## config.mk

```make
export PLATFORM = sky130hd
export DESIGN_NAME = system_power_mode_controller
export DESIGN_NICKNAME = d
export VERILOG_FILES = /design/src/pmode_pkg.sv /design/src/system_power_mode_controller.sv
export VERILOG_INCLUDE_DIRS = /design/src /design/src/src
export SDC_FILE = /design/constraint.sdc
export NUM_CORES = 1
export LEC_CHECK = 0
export ABC_AREA = 1
export BUFFER_PORTS_ARGS = -buffer_cell sky130_fd_sc_hd__clkbuf_2
export CORE_ASPECT_RATIO = 1.1
export CORE_MARGIN = 4
export CORE_UTILIZATION = 41
export DETAILED_ROUTE_END_ITERATION = 10
export PLACE_DENSITY = 0.67
export SLEW_MARGIN = 20
export SYNTH_ARGS = -nofsm -noshare
export SYNTH_HDL_FRONTEND = slang
export SYNTH_SLANG_ARGS = --single-unit
```

## constraint.sdc

```tcl
create_clock -name clk_sys -period 2.8 [get_ports clk_sys]
set_input_delay 0.56 -clock clk_sys [delete_from_list [all_inputs] [get_ports clk_sys]]
set_output_delay 0.56 -clock clk_sys [all_outputs]
set_load 0.005 [all_outputs]
```

## src/pmode_map.svh

```systemverilog
`ifndef PMODE_MAP_SVH
`define PMODE_MAP_SVH
// Register indices, byte address is four times the index
`define IDX_PROT        3'h0
`define IDX_CTRL        3'h1
`define IDX_DLCTRL      3'h2
`define IDX_STAT        3'h3
`define IDX_REGSC       3'h4
`define IDX_ISR         3'h5
`define IDX_IMR         3'h6
// Protection fields
`define PROT_ALLOW_DEEP_LEAKAGE_STOP_BIT  1
`define PROT_ALLOW_LOW_LEAKAGE_STOP_BIT   3
`define PROT_AVLP_BIT   5
`define PROT_WMASK      8'h2A
// Control fields
`define STOP_MODE_SELECT_NORMAL    3'h0
`define STOP_MODE_SELECT_VERY_LOW_POWER_STOP      3'h2
`define STOP_MODE_SELECT_LLS       3'h3
`define STOP_MODE_SELECT_VLLS      3'h4
`define CTRL_STOP_ABORTED_BIT  3
`define RUNM_NORMAL     2'h0
`define RUNM_VERY_LOW_POWER_RUN       2'h2
// Deep leakage control fields
`define SUBM_L1         3'h1
`define SUBM_L2         3'h2
`define SUBM_L3         3'h3
`define DL_RAM2_BIT     4
// Regulator and isolation fields
`define REGSC_REGON_BIT 2
`define REGSC_ACK_BIT   3
// Interrupt status bits
`define EV_ENTERED      0
`define EV_ABORTED      1
`define EV_WOKE         2
`define EV_MASK         8'h07
// Mode status codes
`define MS_RUN          8'h01
`define MS_STOP         8'h02
`define MS_VERY_LOW_POWER_RUN         8'h04
`define MS_VERY_LOW_POWER_STOP         8'h10
`define MS_LLS          8'h20
`define MS_VLLS         8'h40
// Timing
`define CLK_NS          50
`define ENTRY_NS        500
`define EXIT_NS         300
`define ENTRY_CYC       ((`ENTRY_NS + `CLK_NS - 1) / `CLK_NS)
`define EXIT_CYC        ((`EXIT_NS + `CLK_NS - 1) / `CLK_NS)
`endif

```

## src/pmode_pkg.sv

```systemverilog
package pmode_pkg;
  typedef enum logic [2:0] {
    ST_RUN    = 3'b000,
    ST_ENTER  = 3'b001,
    ST_STOP   = 3'b010,
    ST_EXIT   = 3'b011,
    ST_RFLOW  = 3'b100
  } pm_state_t;

  typedef struct packed {
    logic core_stop;
    logic pad_hold;
    logic osc_hold;
    logic ram2_power_en;
    logic reset_flow_req;
  } pwr_ctl_t;
endpackage

```

## src/system_power_mode_controller.sv

```systemverilog
// The implementer's own choice: the APB register port.
`timescale 1ns/100ps
// How it works
// - Protection register takes one write per reset, later writes ignored.
// - One allow bit governs all very-low-leakage stop sub-modes.
// - Sleep request with deep-sleep flag enters the selected stop mode.
// - Stop mode select writes blocked unless that mode is allowed.
// - Successful protection write clears stop mode select.
// - Stop select codes 000, 010, 011, 100 valid; others reserved.
// - Sub-mode codes 001, 010, 011 valid; others reserved.
// - Wake during stop entry aborts to run and sets stop-aborted flag.
// - Mode status reads 04 in very-low-power run.
// - Regulator run status clear in stop regulation or transition.
// - Pads and oscillator held until software clears isolation ack.
// - Wake from very-low-leakage stop goes through reset flow.
// - RAM partition two power bit keeps it powered in level 2.
// - Isolation ack reads latched state, cleared by writing one.
`include "pmode_map.svh"
module system_power_mode_controller (
  // Clock and reset
  input  wire logic               clk_sys,
  input  wire logic               rstn,
  // APB slave
  input  wire logic               psel,
  input  wire logic               penable,
  input  wire logic               pwrite,
  input  wire logic [11:0]        paddr,
  input  wire logic [31:0]        pwdata,
  output logic      [31:0]        prdata,
  output logic                    pready,
  output logic                    pslverr,
  // Core sleep handshake
  input  wire logic               sleep_req,
  input  wire logic               core_deep_sleep_flag,
  // Asynchronous wake and recovery
  input  wire logic               wake_irq,
  input  wire logic               vlls_recovery,
  // Power controls
  output pmode_pkg::pwr_ctl_t     pwr_ctl,
  output logic                    regulator_run_status,
  output logic      [7:0]         current_mode_status,
  output logic                    irq
);
  import pmode_pkg::*;

  logic [1:0] wake_sync_ff;
  logic [1:0] rec_sync_ff;
  logic       wake_s;
  logic       rec_s;
  pm_state_t  state_ff,    nxt_state;
  logic [3:0] cnt_ff,      nxt_cnt;
  logic       locked_ff,   nxt_locked;
  logic [7:0] prot_ff,     nxt_prot;
  logic [2:0] stop_mode_select_ff,    nxt_stop_mode_select;
  logic       stop_aborted_ff,    nxt_stop_aborted;
  logic [1:0] runm_ff,     nxt_runm;
  logic [2:0] subm_ff,     nxt_subm;
  logic       ram2_ff,     nxt_ram2;
  logic [2:0] target_ff,   nxt_target;
  logic [7:0] mstat_ff,    nxt_mstat;
  logic       iso_ff,      nxt_iso;
  logic [1:0] boot_ff,     nxt_boot;
  logic [7:0] isr_ff,      nxt_isr;
  logic [7:0] imr_ff,      nxt_imr;
  logic [31:0] rdata_ff,   nxt_rdata;
  logic [3:0] age_ff,      nxt_age;
  logic       wr;
  logic       rd;
  logic       hit;
  logic [2:0] idx;

  function automatic logic stop_mode_select_allowed(input logic [2:0] code, input logic [7:0] prot);
    logic ok;
    ok = 1'b0;
    if (code == `STOP_MODE_SELECT_NORMAL) begin
      ok = 1'b1;
    end else if (code == `STOP_MODE_SELECT_VERY_LOW_POWER_STOP) begin
      ok = prot[`PROT_AVLP_BIT];
    end else if (code == `STOP_MODE_SELECT_LLS) begin
      ok = prot[`PROT_ALLOW_LOW_LEAKAGE_STOP_BIT];
    end else if (code == `STOP_MODE_SELECT_VLLS) begin
      ok = prot[`PROT_ALLOW_DEEP_LEAKAGE_STOP_BIT];
    end
    return ok;
  endfunction

  function automatic logic [7:0] mode_code(input logic [2:0] code);
    logic [7:0] m;
    m = `MS_STOP;
    if (code == `STOP_MODE_SELECT_VERY_LOW_POWER_STOP) begin
      m = `MS_VERY_LOW_POWER_STOP;
    end else if (code == `STOP_MODE_SELECT_LLS) begin
      m = `MS_LLS;
    end else if (code == `STOP_MODE_SELECT_VLLS) begin
      m = `MS_VLLS;
    end
    return m;
  endfunction

  assign wake_s = wake_sync_ff[1];
  assign rec_s  = rec_sync_ff[1];

  // Address decode
  assign idx     = paddr[4:2];
  assign hit     = (paddr[11:5] == 7'h00) && (paddr[1:0] == 2'b00) && (idx <= `IDX_IMR);
  assign wr      = psel && penable && pwrite && hit;
  assign rd      = psel && !penable && !pwrite;
  assign pready  = 1'b1;
  assign pslverr = psel && penable && !hit;
  assign prdata  = rdata_ff;

  always_comb begin
    nxt_state  = state_ff;
    nxt_cnt    = cnt_ff;
    nxt_locked = locked_ff;
    nxt_prot   = prot_ff;
    nxt_stop_mode_select  = stop_mode_select_ff;
    nxt_stop_aborted  = stop_aborted_ff;
    nxt_runm   = runm_ff;
    nxt_subm   = subm_ff;
    nxt_ram2   = ram2_ff;
    nxt_target = target_ff;
    nxt_mstat  = mstat_ff;
    nxt_iso    = iso_ff;
    nxt_boot   = (boot_ff == 2'h3) ? boot_ff : boot_ff + 2'h1;
    nxt_isr    = isr_ff;
    nxt_imr    = imr_ff;
    nxt_rdata  = rdata_ff;
    // Register writes
    if (wr) begin
      if (idx == `IDX_PROT) begin
        if (!locked_ff) begin
          nxt_locked = 1'b1;
          nxt_prot   = pwdata[7:0] & `PROT_WMASK;
          nxt_stop_mode_select  = `STOP_MODE_SELECT_NORMAL;
        end
      end else if (idx == `IDX_CTRL) begin
        if (stop_mode_select_allowed(pwdata[2:0], prot_ff)) begin
          nxt_stop_mode_select = pwdata[2:0];
        end
        if (state_ff == ST_RUN && pwdata[6:5] == `RUNM_VERY_LOW_POWER_RUN && prot_ff[`PROT_AVLP_BIT]) begin
          nxt_runm  = `RUNM_VERY_LOW_POWER_RUN;
          nxt_mstat = `MS_VERY_LOW_POWER_RUN;
        end else if (state_ff == ST_RUN && pwdata[6:5] == `RUNM_NORMAL) begin
          nxt_runm  = `RUNM_NORMAL;
          nxt_mstat = `MS_RUN;
        end
      end else if (idx == `IDX_DLCTRL) begin
        nxt_subm = pwdata[2:0];
        nxt_ram2 = pwdata[`DL_RAM2_BIT];
      end else if (idx == `IDX_REGSC) begin
        if (pwdata[`REGSC_ACK_BIT]) begin
          nxt_iso = 1'b0;
        end
      end else if (idx == `IDX_ISR) begin
        nxt_isr = isr_ff & ~pwdata[7:0];
      end else if (idx == `IDX_IMR) begin
        nxt_imr = pwdata[7:0] & `EV_MASK;
      end
    end
    // Read data
    if (rd) begin
      nxt_rdata = 32'h0000_0000;
      if (!hit) begin
        nxt_rdata = 32'h0000_0000;
      end else if (idx == `IDX_PROT) begin
        nxt_rdata[7:0] = prot_ff;
      end else if (idx == `IDX_CTRL) begin
        nxt_rdata[7:0] = {1'b0, runm_ff, 1'b0, stop_aborted_ff, stop_mode_select_ff};
      end else if (idx == `IDX_DLCTRL) begin
        nxt_rdata[7:0] = {3'h0, ram2_ff, 1'b0, subm_ff};
      end else if (idx == `IDX_STAT) begin
        nxt_rdata[7:0] = mstat_ff;
      end else if (idx == `IDX_REGSC) begin
        nxt_rdata[7:0] = {4'h0, iso_ff, regulator_run_status, 2'h0};
      end else if (idx == `IDX_ISR) begin
        nxt_rdata[7:0] = isr_ff;
      end else if (idx == `IDX_IMR) begin
        nxt_rdata[7:0] = imr_ff;
      end
    end
    if (boot_ff == 2'h2 && rec_s) begin
      nxt_iso = 1'b1;
    end
    case (state_ff)
      ST_RUN: begin
        if (sleep_req && core_deep_sleep_flag) begin
          if (stop_mode_select_ff != `STOP_MODE_SELECT_VLLS || (subm_ff >= `SUBM_L1 && subm_ff <= `SUBM_L3)) begin
            nxt_state  = ST_ENTER;
            nxt_cnt    = 4'h0;
            nxt_target = stop_mode_select_ff;
          end
        end
      end
      ST_ENTER: begin
        if (wake_s) begin
          nxt_state        = ST_RUN;
          nxt_stop_aborted        = 1'b1;
          nxt_isr[`EV_ABORTED] = 1'b1;
          nxt_mstat        = (runm_ff == `RUNM_VERY_LOW_POWER_RUN) ? `MS_VERY_LOW_POWER_RUN : `MS_RUN;
        end else if (cnt_ff == 4'(`ENTRY_CYC - 1)) begin
          nxt_state        = ST_STOP;
          nxt_stop_aborted        = 1'b0;
          nxt_isr[`EV_ENTERED] = 1'b1;
          nxt_mstat        = mode_code(target_ff);
          if (target_ff == `STOP_MODE_SELECT_VLLS) begin
            nxt_iso = 1'b1;
          end
        end else begin
          nxt_cnt = cnt_ff + 4'h1;
        end
      end
      ST_STOP: begin
        if (wake_s) begin
          if (target_ff == `STOP_MODE_SELECT_VLLS) begin
            nxt_state = ST_RFLOW;
          end else begin
            nxt_state = ST_EXIT;
            nxt_cnt   = 4'h0;
          end
        end
      end
      ST_EXIT: begin
        if (cnt_ff == 4'(`EXIT_CYC - 1)) begin
          nxt_state         = ST_RUN;
          nxt_isr[`EV_WOKE] = 1'b1;
          nxt_mstat         = (runm_ff == `RUNM_VERY_LOW_POWER_RUN) ? `MS_VERY_LOW_POWER_RUN : `MS_RUN;
        end else begin
          nxt_cnt = cnt_ff + 4'h1;
        end
      end
      ST_RFLOW: begin
        nxt_state = ST_RFLOW;
      end
      default: begin
        nxt_state = ST_RUN;
      end
    endcase
    // Cycles spent in the present state
    nxt_age = (nxt_state == state_ff) ? age_ff + 4'h1 : 4'h0;
  end

  always_ff @(posedge clk_sys or negedge rstn) begin
    if (!rstn) begin
      wake_sync_ff <= 2'h0;
      rec_sync_ff  <= 2'h0;
      state_ff     <= ST_RUN;
      cnt_ff       <= 4'h0;
      locked_ff    <= 1'b0;
      prot_ff      <= 8'h00;
      stop_mode_select_ff     <= `STOP_MODE_SELECT_NORMAL;
      stop_aborted_ff     <= 1'b0;
      runm_ff      <= `RUNM_NORMAL;
      subm_ff      <= `SUBM_L3;
      ram2_ff      <= 1'b1;
      target_ff    <= `STOP_MODE_SELECT_NORMAL;
      mstat_ff     <= `MS_RUN;
      iso_ff       <= 1'b0;
      boot_ff      <= 2'h0;
      isr_ff       <= 8'h00;
      imr_ff       <= 8'h00;
      rdata_ff     <= 32'h0000_0000;
      age_ff       <= 4'h0;
    end else begin
      wake_sync_ff <= {wake_sync_ff[0], wake_irq};
      rec_sync_ff  <= {rec_sync_ff[0], vlls_recovery};
      state_ff     <= nxt_state;
      cnt_ff       <= nxt_cnt;
      locked_ff    <= nxt_locked;
      prot_ff      <= nxt_prot;
      stop_mode_select_ff     <= nxt_stop_mode_select;
      stop_aborted_ff     <= nxt_stop_aborted;
      runm_ff      <= nxt_runm;
      subm_ff      <= nxt_subm;
      ram2_ff      <= nxt_ram2;
      target_ff    <= nxt_target;
      mstat_ff     <= nxt_mstat;
      iso_ff       <= nxt_iso;
      boot_ff      <= nxt_boot;
      isr_ff       <= nxt_isr;
      imr_ff       <= nxt_imr;
      rdata_ff     <= nxt_rdata;
      age_ff       <= nxt_age;
    end
  end

  // Outputs
  assign current_mode_status    = mstat_ff;
  assign irq                    = |(isr_ff & imr_ff);
  assign pwr_ctl.core_stop      = (state_ff == ST_STOP) || (state_ff == ST_RFLOW);
  assign pwr_ctl.pad_hold       = iso_ff;
  assign pwr_ctl.osc_hold       = iso_ff;
  assign pwr_ctl.ram2_power_en  = ram2_ff || (state_ff != ST_STOP) || (target_ff != `STOP_MODE_SELECT_VLLS)
                                  || (subm_ff != `SUBM_L2);
  assign pwr_ctl.reset_flow_req = (state_ff == ST_RFLOW);
  assign regulator_run_status   = (state_ff == ST_RUN && runm_ff == `RUNM_NORMAL)
                                  || (state_ff == ST_STOP && target_ff == `STOP_MODE_SELECT_NORMAL);
endmodule

```

==> results.txt <==
----------------------------------------------------
[Layout]
  Number of antenna cells inserted ... 0
  Filler cells ... 767
  Area growth from synthesis to final layout ... 16.2%
  Utilization of the core after routing ... 49.1%
  Fraction of layout cells with a size suffix above 1 ... 21.6%
  Post-route cell area ... 0.00369 mm2
  Post-route insts no fill ... 578
  Net count, final ... 525

[Clocking]
  Post-cts hold buffer count ... 0
  Clock-pin slew on the worst setup and hold paths ... 0.07 ns
  Clock tree root driver cell ... sky130_fd_sc_hd__clkbuf_8
  Clock tree from TritonCTS ... yes
  Number of clock buffers inserted by TritonCTS ... 9
  Number of gates given a new drive strength after cts ... 0
  Postcts setup bufs ... 0
  Number of H-tree branching levels ... 3
  Maximum clock insertion buffer count ... 2
  # clock sinks ... 57
  Worst skew pair latency ... 0.34 ns

[Setup path]
  Worst path cell trace ... nor2_1, nand2_1, nor2_1, nand3_1, clkbuf_2
  Data required time at the worst endpoint ... 2.24 ns
  CP max-delay cell ... sky130_fd_sc_hd__dfrtp_1
  Critical path arrival ... 1.70 ns
  Peak fanout along the critical path ... 4
  Type of origin of the critical path ... register
  Type of the setup path with the least slack ... reg -> out
  Type of destination of the critical path ... output port
  Critical Path Most Common Cell ... sky130_fd_sc_hd__nor2_1
  Maximum cell stage delay along the critical path ... 0.41 ns

[Power and ir drop]
  Total power divided by cell area ... 516 mW/mm2
  P_sw ... 0.000425 W
  Total leakage power ... 1.95 nW
  Internal power contribution ... 0.00148 W
  Switch share ... 22.3%
  Share of power burned in the clock network ... 49.7%
  Part of the power in combinational logic ... 6.3%
  Worst vdd ir ... 0.250 mV
  Sequential fraction of design power ... 44.0%

[Die]
  Area of the die ... 0.00922 mm2
  Initial cell density of the core ... 42.3%
  Floorplan Core Area ... 0.00751 mm2
  Die outline height ... 100 um
  Die width ... 91.9 um
  Std cell rows ... 33
  Total I/O pin count ... 102

[Min path]
  Worst Hold Class ... in -> async

[Synth]
  Library cells used by synthesis ... 38
  Flop and latch count out of synthesis ... 57
  Mean post-synth cell area ... 7.77 um2
  Share of synthesized area occupied by flip-flops and latches ... 45.1%
  Area share of the largest cell type after synthesis ... 41.7%
  Yosys warns ... 0
  Top cell type by total area after synthesis ... sky130_fd_sc_hd__dfrtp_1
  Instance count of the mapped netlist ... 409
  Synth Cell Area ... 0.00318 mm2
  Ranking of synthesized cells by area ... sky130_fd_sc_hd__dfrtp_1, sky130_fd_sc_hd__nand2_1, sky130_fd_sc_hd__buf_4

[Global routing]
  Overall track demand over capacity in global routing ... 17.2%
  Overflow left after global routing ... 0
  Number of antenna violations at the first check in global routing ... 0
  Wire length of the first global-routing pass ... 12,500 um
  Vias in the first global route ... 2,580
  Pin count of the biggest net entering global routing ... 32

[STA]
  Remaining max-slew budget at the tightest pin ... 48.3%
  Post-route setup TNS ... 0 ns
  Post-layout min period ... 2.26 ns
  Worst clock skew ... 0.0108 ns
  Max frequency ... 442 MHz
  Max Transition Viols Final ... 0
  Unrepaired setup endpoints after global routing ... false
  Setup violations, final ... 0
  Part of the cycle the worst path needs ... 80.7%
  Transition at the pin with the smallest max-transition slack ... 0.775 ns
  Count of final hold-check violations ... 0

[Route]
  Number of DRC markers in iteration 0 ... 214
  Final wirelength ... 7790 um
  WL/cell ... 13.5 um
  Antenna viol nets, final ... 0
  Vias per cell ... 4.88
  Remaining design rule violation count ... 0
  Vias after detailed routing ... 2,823
  Total iterations of the first detailed-routing run ... 5

[Placement]
  Sum of net half-perimeters after detailed placement ... 6080 um
  Routability cong. ... 0.871
  PortBufs ... 52
  Placement-stage cell area ... 0.00345 mm2
  Cell total after placement ... 562

[Run]
  Max-cap viol count ... 0

[Run status]
  Result of the run ... complete, no violations

----------------------------------------------------
## power groups by stage
| stage | sequential [W] | clock (W) | combinational [W] |
|---|---|---|---|
| detailed placement | 0.000853 | 0 | 0.000119 |
| finish | 0.000838 | 0.000948 | 0.000119 |
| floorplan | 0.000852 | 0 | 0.0000830 |
| CTS | 0.000838 | 0.000960 | 0.000120 |
| global placement | 0.000853 | 0 | 0.000118 |
| global route | 0.000839 | 0.00101 | 0.000137 |
## layout by cell type (no fill, tap or decap), types with 4 or more instances in the layout
master and n:
sky130_fd_sc_hd__nand4_1 4, sky130_fd_sc_hd__dfrtp_1 53, sky130_fd_sc_hd__o21ai_0 35, sky130_fd_sc_hd__o21ai_1 11
sky130_fd_sc_hd__dfstp_2 4, sky130_fd_sc_hd__ha_1 4, sky130_fd_sc_hd__inv_2 4, sky130_fd_sc_hd__clkbuf_8 10
sky130_fd_sc_hd__nor2_1 32, sky130_fd_sc_hd__nor3_1 7, sky130_fd_sc_hd__conb_1 25, sky130_fd_sc_hd__clkbuf_2 52
sky130_fd_sc_hd__a21oi_1 9, sky130_fd_sc_hd__inv_1 42, sky130_fd_sc_hd__nand3_1 22, sky130_fd_sc_hd__nand2_1 112
sky130_fd_sc_hd__or2_2 5, sky130_fd_sc_hd__nand2_2 6
## synth_stat cells
cell type	instances
sky130_fd_sc_hd__nand2_1	112
sky130_fd_sc_hd__dfrtp_1	53
sky130_fd_sc_hd__inv_1	42
sky130_fd_sc_hd__o21ai_0	35
sky130_fd_sc_hd__nor2_1	32
sky130_fd_sc_hd__buf_4	28
sky130_fd_sc_hd__nand3_1	22
sky130_fd_sc_hd__o21ai_1	11
sky130_fd_sc_hd__a21oi_1	9
sky130_fd_sc_hd__nor3_1	7
sky130_fd_sc_hd__nand2_2	6
sky130_fd_sc_hd__or2_2	5
sky130_fd_sc_hd__dfstp_2	4
sky130_fd_sc_hd__ha_1	4
sky130_fd_sc_hd__inv_2	4
sky130_fd_sc_hd__nand4_1	4
sky130_fd_sc_hd__a21boi_0	3
sky130_fd_sc_hd__nor2_4	3
sky130_fd_sc_hd__o2111ai_1	3
sky130_fd_sc_hd__conb_1	2
sky130_fd_sc_hd__nor2_2	2
sky130_fd_sc_hd__o21bai_1	2
sky130_fd_sc_hd__a211oi_1	1
sky130_fd_sc_hd__a31o_2	1
sky130_fd_sc_hd__a31oi_1	1
sky130_fd_sc_hd__and3_1	1
sky130_fd_sc_hd__and3_2	1
sky130_fd_sc_hd__buf_6	1
sky130_fd_sc_hd__inv_4	1
sky130_fd_sc_hd__nand2_4	1
sky130_fd_sc_hd__nand3b_1	1
sky130_fd_sc_hd__nand4_2	1
sky130_fd_sc_hd__nor4_1	1
sky130_fd_sc_hd__o211ai_2	1
sky130_fd_sc_hd__o21a_1	1
sky130_fd_sc_hd__o21ai_2	1
sky130_fd_sc_hd__o21bai_2	1
sky130_fd_sc_hd__xnor2_1	1
## critical path, delay by kind of cell (launching register included)
| kind | cells | cell delay, ns |
|---|---|---|
| simple gates | 4 | 0.82 |
| flops | 1 | 0.41 |
| buf+inv | 1 | 0.13 |
## metal layers
metal  part of all wire, %  GRT usage [%]
met2                    48           28.8
met4                   1.5           5.14
met5                     0              0
met1                    44           22.0
met3                   6.7           4.57
## path summary, 6_finish.rpt
kind | endpoint | slack, ns | start | depth (start not counted)
max | pwr_ctl[1] | 0.54 | state_ff[0]$_DFFE_PN0P_ | 5
min in group clk_sys | rec_sync_ff[0]$_DFF_PN0_ | 0.32 | vlls_recovery | 1
max in group asynchronous | current_mode_status[3]$_DFF_PN0_ | 1.82 | rstn | 2
min reg2reg | wake_sync_ff[1]$_DFF_PN0_ | 0.35 | wake_sync_ff[0]$_DFF_PN0_ | 0
max reg2reg | current_mode_status[1]$_DFF_PN0_ | 1.09 | state_ff[0]$_DFFE_PN0P_ | 8
min | current_mode_status[6]$_DFF_PN0_ | 0.29 | rstn | 1
## cell type report
cell class / instances / area (um2) / share of cell area [%]
Sequential cell: 57 / 1430 / 38.8
Multi-Input combinational cell: 299 / 1430 / 38.8
Timing Repair Buffer: 54 / 275 / 7.46
Inverter: 47 / 179 / 4.85
Clock buffer: 10 / 138 / 3.73
Tap cell: 105 / 131 / 3.56
Clock inverter: 6 / 105 / 2.85
## per-stage QoR
step / worst slack, ns / power (W) / hold WS [ns]
floorplan: 1.23 / 0.000935 / 0.264
global placement: 0.879 / 0.000971 / 0.332
detailed placement: 0.887 / 0.000972 / 0.337
CTS: 0.509 / 0.00192 / 0.313
global route: 0.393 / 0.00198 / 0.312
finish: 0.540 / 0.00191 / 0.287
## flip-flops by register name (all words and copies together), names as in the netlist, 3 cells and up
name	count
current_mode_status	8
stop_mode_select_ff	3
subm_ff	3
state_ff	3
prot_ff	3
isr_ff	8
target_ff	3
cnt_ff	4
prdata	8
imr_ff	3
## cells by family after synthesis
family	share of synthesized area (%)
XOR/XNOR	0.276
other	0.236
flip-flops	45.1
adder cells (fa/ha/maj)	1.58
AO/OA/AOI/OAI	12.6
buffers and inverters	12.6
AND/OR/NAND/NOR	27.6
Power figures use the tool's default switching activity.
